### src/rtl/crs_pkg.sv
// ****************************************************************
// Shared constants and types of the core register and skip block
// ****************************************************************
package crs_pkg;

	// Widths of the architectural registers, and the depth of the stack
	localparam int PC_W = 14;
	localparam int HALF_W = 7;
	localparam int SP_W = 3;
	localparam int STACK_DEPTH = 8;
	localparam int DP_W = 10;
	localparam int CNT_W = 2;

	// Values after reset
	localparam logic [13:0] PC_RESET = 14'h0000;
	localparam logic [2:0] SP_RESET = 3'h7; // First push lands in entry 0
	localparam logic [3:0] NIB_RESET = 4'h0;
	localparam logic [1:0] BANK_RESET = 2'h0;
	localparam logic [2:0] IDX_RESET = 3'h0;

	// Cycle counts of the multi-cycle instructions when executed
	localparam logic [1:0] TABLE_CALL_CYCLES = 2'h3;
	localparam logic [1:0] RETURN_CYCLES = 2'h2;
	localparam logic [1:0] ONE_CYCLE = 2'h1;

	// Instruction classes as seen by the sequencing logic
	typedef enum logic [5:0]
	{
		CRS_OP_SEQ = 6'h01,
		CRS_OP_JUMP = 6'h02,
		CRS_OP_CALL = 6'h04,
		CRS_OP_TABLE = 6'h08,
		CRS_OP_RET = 6'h10,
		CRS_OP_RET_SKIP = 6'h20
	} crs_op_t;

	// Decoded instruction presented at the start of its slot
	typedef struct packed
	{
		crs_op_t op;
		logic skip_cond;
		logic x_wr;
		logic y_wr;
		logic z_wr;
		logic dr_wr;
		logic [3:0] nibble;
		logic [13:0] target;
	} crs_instr_t;

endpackage

### src/rtl/crs_return_stack.sv
`timescale 1ns/100ps
`default_nettype none
// ****************************************************************
// Return address stack: one write port, one asynchronous read port
// ****************************************************************
module crs_return_stack #(
	parameter int DEPTH = crs_pkg::STACK_DEPTH,
	parameter int WIDTH = crs_pkg::PC_W,
	parameter int AW = crs_pkg::SP_W
) (
	input wire logic clk_in,
	input wire logic wr_en_in,
	input wire logic [AW-1:0] wr_addr_in,
	input wire logic [WIDTH-1:0] wr_data_in,
	input wire logic [AW-1:0] rd_addr_in,
	output logic [WIDTH-1:0] rd_data_out
);

	logic [WIDTH-1:0] entry_mem [DEPTH];

	// Entries carry no reset; software never reads an entry it did not push
	always_ff @(posedge clk_in)
	begin
		if (wr_en_in)
		begin
			entry_mem[wr_addr_in] <= wr_data_in;
		end
	end

	assign rd_data_out = entry_mem[rd_addr_in];

endmodule
`default_nettype wire

### src/rtl/crs_core_regs.sv
`timescale 1ns/100ps
`default_nettype none
// Behaviour
// - Met skip condition nullifies the next instruction
// - Skip never adds two to the counter
// - Skipping instruction costs same cycles either way
// - Nullified table call or return takes one cycle
// - Data pointer is bank, file, word concatenated
// - Counter is page half above line half
// - Eight fourteen-bit stack entries, three-bit pointer
module crs_core_regs (
	input wire logic clk_in,
	input wire logic reset_n_in,
	input wire logic slot_start_in,
	input wire crs_pkg::crs_instr_t instr_in,
	output logic [crs_pkg::DP_W-1:0] data_pointer_out,
	output logic [crs_pkg::PC_W-1:0] program_counter_out,
	output logic [crs_pkg::SP_W-1:0] stack_pointer_out,
	output logic [2:0] three_bit_index_reg_out,
	output logic nullify_out,
	output logic busy_out
);

	// ****************************************************************
	// State
	// ****************************************************************
	typedef struct packed
	{
		logic [6:0] counter_page_half;
		logic [6:0] counter_line_half;
		logic [1:0] bank;
		logic [3:0] file;
		logic [3:0] word;
		logic [2:0] index;
		logic [2:0] sp;
		logic skip;
		logic [1:0] cnt;
		logic tbl;
		logic busy;
	} crs_state_t;

	crs_state_t s_reg;
	crs_state_t s_next;
	logic push_en;
	logic [crs_pkg::SP_W-1:0] push_addr;
	logic [crs_pkg::PC_W-1:0] push_data;
	logic [crs_pkg::PC_W-1:0] top_word;
	logic [crs_pkg::PC_W-1:0] pc_now;
	logic [crs_pkg::PC_W-1:0] pc_inc;
	logic execute;
	logic nullify_slot;

	assign pc_now = {s_reg.counter_page_half, s_reg.counter_line_half};
	assign pc_inc = pc_now + 14'h0001;
	assign execute = slot_start_in && (s_reg.cnt == 2'h0) && !s_reg.skip;
	assign nullify_slot = slot_start_in && (s_reg.cnt == 2'h0) && s_reg.skip;

	// ****************************************************************
	// Return stack
	// ****************************************************************
	crs_return_stack #(
		.DEPTH(crs_pkg::STACK_DEPTH),
		.WIDTH(crs_pkg::PC_W),
		.AW(crs_pkg::SP_W)
	) u_stack (
		.clk_in(clk_in),
		.wr_en_in(push_en),
		.wr_addr_in(push_addr),
		.wr_data_in(push_data),
		.rd_addr_in(s_reg.sp),
		.rd_data_out(top_word)
	);

	// ****************************************************************
	// Next state
	// ****************************************************************
	// Sequencing: finish multi-cycle work, else take a slot
	always_comb
	begin
		s_next = s_reg;
		push_en = 1'b0;
		push_addr = s_reg.sp + 3'h1;
		push_data = pc_inc;
		if (s_reg.cnt != 2'h0)
		begin
			s_next.cnt = s_reg.cnt - 2'h1;
			// Table read returns only after its data cycles
			if ((s_reg.cnt == crs_pkg::ONE_CYCLE) && s_reg.tbl)
			begin
				{s_next.counter_page_half, s_next.counter_line_half} = top_word;
				s_next.sp = s_reg.sp - 3'h1;
				s_next.tbl = 1'b0;
			end
		end
		else if (nullify_slot)
		begin
			// Fetch slot is spent, one cycle, no writes whatever the class
			s_next.skip = 1'b0;
			{s_next.counter_page_half, s_next.counter_line_half} = pc_inc;
		end
		else if (execute)
		begin
			s_next.skip = instr_in.skip_cond;
			if (instr_in.x_wr)
			begin
				s_next.file = instr_in.nibble;
			end
			if (instr_in.y_wr)
			begin
				s_next.word = instr_in.nibble;
			end
			if (instr_in.z_wr)
			begin
				s_next.bank = instr_in.nibble[1:0];
			end
			if (instr_in.dr_wr)
			begin
				s_next.index = instr_in.nibble[2:0];
			end
			{s_next.counter_page_half, s_next.counter_line_half} = pc_inc;
			case (instr_in.op)
				crs_pkg::CRS_OP_SEQ:
				begin
					s_next.cnt = 2'h0;
				end
				crs_pkg::CRS_OP_JUMP:
				begin
					{s_next.counter_page_half, s_next.counter_line_half} = instr_in.target;
				end
				crs_pkg::CRS_OP_CALL:
				begin
					push_en = 1'b1;
					s_next.sp = s_reg.sp + 3'h1;
					{s_next.counter_page_half, s_next.counter_line_half} = instr_in.target;
				end
				crs_pkg::CRS_OP_TABLE:
				begin
					// Line half is index register over the accumulator nibble
					push_en = 1'b1;
					s_next.sp = s_reg.sp + 3'h1;
					s_next.counter_page_half = instr_in.target[13:7];
					s_next.counter_line_half = {s_reg.index, instr_in.nibble};
					s_next.cnt = crs_pkg::TABLE_CALL_CYCLES - 2'h1;
					s_next.tbl = 1'b1;
				end
				crs_pkg::CRS_OP_RET, crs_pkg::CRS_OP_RET_SKIP:
				begin
					{s_next.counter_page_half, s_next.counter_line_half} = top_word;
					s_next.sp = s_reg.sp - 3'h1;
					s_next.cnt = crs_pkg::RETURN_CYCLES - 2'h1;
					s_next.skip = instr_in.skip_cond || (instr_in.op == crs_pkg::CRS_OP_RET_SKIP);
				end
				default:
				begin
					s_next.cnt = 2'h0;
				end
			endcase
		end
		s_next.busy = (s_next.cnt != 2'h0); // Own flop, so the output needs no decode after the clock
	end

	// ****************************************************************
	// Registers
	// ****************************************************************
	// Only constants under reset
	always_ff @(posedge clk_in or negedge reset_n_in)
	begin
		if (!reset_n_in)
		begin
			s_reg.counter_page_half <= crs_pkg::PC_RESET[13:7];
			s_reg.counter_line_half <= crs_pkg::PC_RESET[6:0];
			s_reg.bank <= crs_pkg::BANK_RESET;
			s_reg.file <= crs_pkg::NIB_RESET;
			s_reg.word <= crs_pkg::NIB_RESET;
			s_reg.index <= crs_pkg::IDX_RESET;
			s_reg.sp <= crs_pkg::SP_RESET;
			s_reg.skip <= 1'b0;
			s_reg.cnt <= 2'h0;
			s_reg.tbl <= 1'b0;
			s_reg.busy <= 1'b0;
		end
		else
		begin
			s_reg <= s_next;
		end
	end

	// Outputs are plain flop bits; the pointer is a wiring of three registers
	assign data_pointer_out = {s_reg.bank, s_reg.file, s_reg.word};
	assign program_counter_out = pc_now;
	assign stack_pointer_out = s_reg.sp;
	assign three_bit_index_reg_out = s_reg.index;
	assign nullify_out = s_reg.skip; // Datapath gates every write in a slot while high
	assign busy_out = s_reg.busy;
endmodule
`default_nettype wire

### config.mk
export PLATFORM = sky130hd
export DESIGN_NAME = crs_core_regs
export DESIGN_NICKNAME = d
export VERILOG_FILES = /design/src/rtl/crs_pkg.sv /design/src/rtl/crs_return_stack.sv /design/src/rtl/crs_core_regs.sv
export SDC_FILE = /design/constraint.sdc
export NUM_CORES = 1
export LEC_CHECK = 0
export ABC_CLOCK_PERIOD_IN_PS = 5700
export BUFFER_PORTS_ARGS = -buffer_cell sky130_fd_sc_hd__clkbuf_2
export CORE_AREA = 5 5 136 138
export DETAILED_ROUTE_END_ITERATION = 6
export DIE_AREA = 0 0 141 143
export HOLD_SLACK_MARGIN = 0.02
export SYNTH_ARGS = -nofsm -noshare
export SYNTH_HDL_FRONTEND = slang
export SYNTH_SLANG_ARGS = --single-unit
### constraint.sdc
create_clock -name clk_in -period 5.7 [get_ports clk_in]
set_clock_uncertainty 0.1 [all_clocks]
set_input_delay 0.57 -clock clk_in [delete_from_list [all_inputs] [get_ports clk_in]]
set_output_delay 0.57 -clock clk_in [all_outputs]
set_load 0.01 [all_outputs]
After elaboration in Yosys (flattened, before gate mapping). Memory sizes are Yosys's and may differ from the RTL's. Index checks and enable logic that the tools add are counted.

Register bits: 35. Bits in writable memories: 112. Input bits: 32. Output and inout bits: 32. Logic and storage cells: 77. Memories kept: 1.

Memories: u_stack.entry_mem (depth 8, width 14, rd ports 1, clocked after Yosys merged registers in 0, wr ports 1, RTL line crs_return_stack.sv:19) `logic [WIDTH-1:0] entry_mem [DEPTH];`.

Add/subtract/negate cells: 4. Eq/ne operators: 8. Muxes and demuxes: 26. Bitwise logic cells: 2. Reductions and logical operators: 25.

Operators by type and width (number): $mux W14 (3); $pmux W14 S3 (1); $mux W34 (1); $reduce_and A4 Y1 (6); $mux W3 (6); $add A14 B1 Y14 const B (1); $mux W1 (10); $reduce_bool A2 Y1 (5); $mux W4 (2); $eq A6 B2 Y1 const B (1); $eq A6 B3 Y1 const B (1); $eq A6 B4 Y1 const B (1); $eq A6 B5 Y1 const B (1); $eq A6 B6 Y1 const B (1); $pmux W2 S3 (1); $pmux W3 S2 (1); $reduce_bool A3 Y1 (2); $reduce_or A2 Y1 (3); $logic_and A1 B1 Y1 (4); $ne A2 B1 Y1 const B (2); $reduce_and A2 Y1 (2); $add A3 B1 Y3 const B (1); $sub A3 B1 Y3 const B (1); $eq A2 B1 Y1 const B (1); 6 further kinds (7).

Logic depth before layout (Yosys ltp).
Depth in word-level cells: 8. Depth in mapped cells: 7. Mapped depth without buffers: 6.

By module. Synthesis repeated with hierarchy kept, for this count alone.

Cell total of the unflattened synthesis: 456. Area total of the unflattened synthesis: 6950.4 µm².

By module, submodules not included: crs_return_stack (times used 1, cells an instance 174, area each 4355.4 µm², seq. area each 3363.2 µm²); crs_core_regs (times used 1, cells an instance 282, area each 2595.0 µm², seq. area each 879.6 µm²).

Least setup slack after synthesis. No wires, ideal clock.

Kind: in2reg. Start: input port instr_in[27] (netlist bit). End: memory u_stack.entry_mem[1][0] (netlist bit), enable pin. Library setup time: 0.403 ns. Data arrival time: 2.486 ns. Required time: 5.197 ns. Slack: 2.711 ns. Cell stages on the path: 5. Buffers on the path: 1. Path through: buf_2 > nor4_1 > and2_1 > nand3_1 > nor3_1.

Longest elaborated chain between the ends: 8. Elaborated cells on any way between the ends: 9. Classes of those cells: 2 x eq/ne; 6 x mux; 1 x reduce/logical.

Ends and longest elaborated chain: start: declaration (RTL line crs_core_regs.sv:15) `input wire crs_pkg::crs_instr_t instr_in,`; $eq A6 B4 Y1 or $eq A6 B3 Y1 (tied branches) (RTL line crs_core_regs.sv:121) `case (instr_in.op)`; $reduce_or A2 Y1 (no line) (*); $mux W1 (*) (RTL line crs_core_regs.sv:121); $mux W1 (*) (RTL line crs_core_regs.sv:101) `else if (execute)`; $mux W1 (*) (RTL line crs_core_regs.sv:95) `else if (nullify_slot)`; $mux W1 (*) (RTL line crs_core_regs.sv:84) `if (s_reg.cnt != 2'h0)`; $mux W1 (*) (RTL line crs_return_stack.sv:24) `if (wr_en_in)`; $mux W1 (not written as such) (*) (RTL line crs_return_stack.sv:26) `entry_mem[wr_addr_in] <= wr_data_in;`; end: declaration (RTL line crs_return_stack.sv:19).

Every way passes the cells marked *; elsewhere a longest branch is shown, timed or not.

Final worst setup path.
Start: register s_reg, in the netlist stack_pointer_out[0]. End: memory u_stack.entry_mem[7][11] (netlist bit), enable pin.

Longest elaborated chain between the ends: 1.

Ends and longest elaborated chain: start: declaration (RTL line crs_core_regs.sv:42) `crs_state_t s_reg;`; start signal: assignment (RTL line crs_core_regs.sv:184) `s_reg <= s_next;`; $add A3 B1 Y3 (RTL line crs_core_regs.sv:82) `push_addr = s_reg.sp + 3'h1;`.

No other way between the ends.

==> impl_metrics.tcl <==
set metrics [dict create \
    cts_buffer_depth 2 \
    yosysMostFrequentCell "edfxtp_1" \
    grt_max_degree 36 \
    antenna_left 0 \
    synth_warnings 0 \
    tritoncts "yes" \
    p_leak_nw 2.77 \
    maxCapViolCount 0 \
    fp.dieW_um 141 \
    ctsRootBufferMaster "clkbuf_16" \
    grt.total_usage_pct 16.7 \
    critPathCaptureType "flop" \
    synthCells 456 \
    htree_levels 4 \
    fp.dieH_um 143 \
    drive_above_1_share_pct 31.6 \
    synthXorXnorAreaFrac_pct 2.47 \
    path_clk_slew_ps 60 \
    max_slew.worst_pin.slew_ps 1060 \
    dr.pass1.iters 5 \
    clock-sinks 147 \
    netlist.area_leader.share_pct 49.9 \
    cts-resized-gates 0 \
    core-area_um2 17100 \
    slew_violations 0 \
    crit_required_ps 5700 \
    hp-class "in -> async" \
    period_needed_ps 2960 \
    finalHoldViolCount 0 \
    synth-compound-area-share_pct 7.01 \
    synthesis.area_um2 6750 \
    port_buffers 63 \
    syn_to_final_growth_pct 14.2 \
    rsz0062_at_grt "false" \
    largest_reg_flops 112 \
    wl_mm 15.9 \
    vdd.ir_drop.worst_mv 0.268 \
    cts_setup_buffers 0 \
    worstSetupPathType "reg -> reg" \
    synthMuxAreaShare_pct 13.3 \
    final_area_um2 7710 \
    synth_cell_types 58 \
    io_pins 64 \
    grt_pass1_vias 4148 \
    relSlewSlack_pct 29.1 \
    synth.avg_cell_area_um2 14.8 \
    post-place-ws_ps 2640 \
    diodes 0 \
    fin_crit_sh_pct 52.0 \
    fin_util_pct 45.2 \
    cts_hold_buffers 0 \
    yosys-top-cells-count "112 x edfxtp_1, 32 x dfrtp_1, 30 x buf_4" \
    die_area_um2 20200 \
    first_iter_violations 324 \
    yosysTopAreaCell "edfxtp_1" \
    setup_ws_ps 2740 \
    synth_top_family_by_area "multiplexers" \
    clk_latency_ps 420 \
    cp_data_arrival_time_ps 2960 \
    place_area_um2 7090 \
    synth-seq-cells 147 \
    via_per_inst 5.52 \
    synth_simple_gate_area_share_pct 7.98 \
    antenna_found_initial 0 \
    fmax_ghz 0.338 \
    final.setup.tns_ps 0 \
    ys_seq_area_share_pct 62.9 \
    yosys-top-cells-area "edfxtp_1 50%, dfrtp_1 12%, mux4_2 9.3%" \
    gp_congestion 0.791 \
    synth_nets 491 \
    grt_pass1_wl_mm 24.8 \
    num_vias 4033 \
    cts_buffers 17 \
    hpwlAfterDp_mm 10.5 \
    ys.flop_type "edfxtp_1" \
    largest_register "u_stack.entry_mem" \
    cp_max_fo 32 \
    status "completed" \
    drc_errors 0 \
    initial_core_util_pct 39.5 \
    wl_per_cell_um 21.8 \
    final_nets 528 \
    start_kind "flop" \
    synth_adder_area_share_pct 0.556 \
    overflow 0 \
    finalSetupViolCount 0 \
    p_per_area_nw_per_um2 445 \
    rows 48 \
    async_reset_ff_share_pct 23.8 \
    synth-edff-count 112 \
]
[cells by family after synthesis]
group | Yosys count
DFF | 147
and+or+nand+nor | 105
xor gates and xnor gates | 19
AOI/OAI and AO/OA | 64
muxes | 53
adders and majority gates | 3
buffers and inverters | 65
[routing by layer]
metal	GRT usage, %	up-vias	share of wire [%]
li1	-	1800	-
met1	22.8	2045	44
met2	26.2	173	47
met3	4.69	15	7.3
met4	5.20	0	1.4
met5	0	-	0
[per-stage QoR]
stage	instances	hold slack, ps	total power [W]
after floorplan	456	174	0.00209
after global placement	699	388	0.00228
after detailed placement	699	393	0.00230
after CTS	731	240	0.00346
after global routing	731	264	0.00359
final	731	214	0.00343
[final cells by class]
type / count / area, µm²
clock buffers: 18 / 429
inverters: 9 / 33.8
fillers: 1507 / 9350
repair buffers: 74 / 398
flip-flops and latches: 147 / 4240
multi-input cells: 244 / 2130
well taps: 225 / 282
clock inverters: 14 / 189
[path summary, 6_finish.rpt]
kind,slack (ps),endpoint,start,cells past startpoint
max,2740,u_stack.entry_mem[7][11],stack_pointer_out[0],5
min,210,program_counter_out[8],reset_n_in,1
max reg2reg,2740,u_stack.entry_mem[7][11],stack_pointer_out[0],5
min reg2reg,400,data_pointer_out[8],data_pointer_out[8],1
max in group asynchronous,4670,data_pointer_out[1],reset_n_in,1
min in group clk_in,330,data_pointer_out[7],instr_in[17],2
[power by group]
group	switching (W)	internal [W]
clock network	0.000459	0.000703
registers	0.000221	0.00130
logic	0.000376	0.000368
[worst max-delay path, stage by stage (launching register included)]
cell and delay (ps):
dfstp_2 1240, inv_1 220, ha_1 540, nand2_1 130, nor2_1 120, buf_4 290
[cell usage in the layout, fill, tap and decap left out, drive strengths merged, types with 4 or more instances in the layout]
master	Yosys	layout
a211oi	4	4
a21oi	10	10
a221oi	5	5
a22o	4	4
a22oi	4	4
and2	4	4
buf	49	11
clkbuf	7	81
dfrtp	32	32
edfxtp	112	112
inv	9	16
mux2	13	13
mux2i	12	12
mux4	28	28
nand2	24	24
nand3	13	13
nand4	4	4
nor2	25	25
nor3	12	12
nor4	5	5
o21ai	11	11
o22ai	4	4
xnor2	11	11
xor2	8	8
Note: power is estimated with default switching activity, not from simulation.
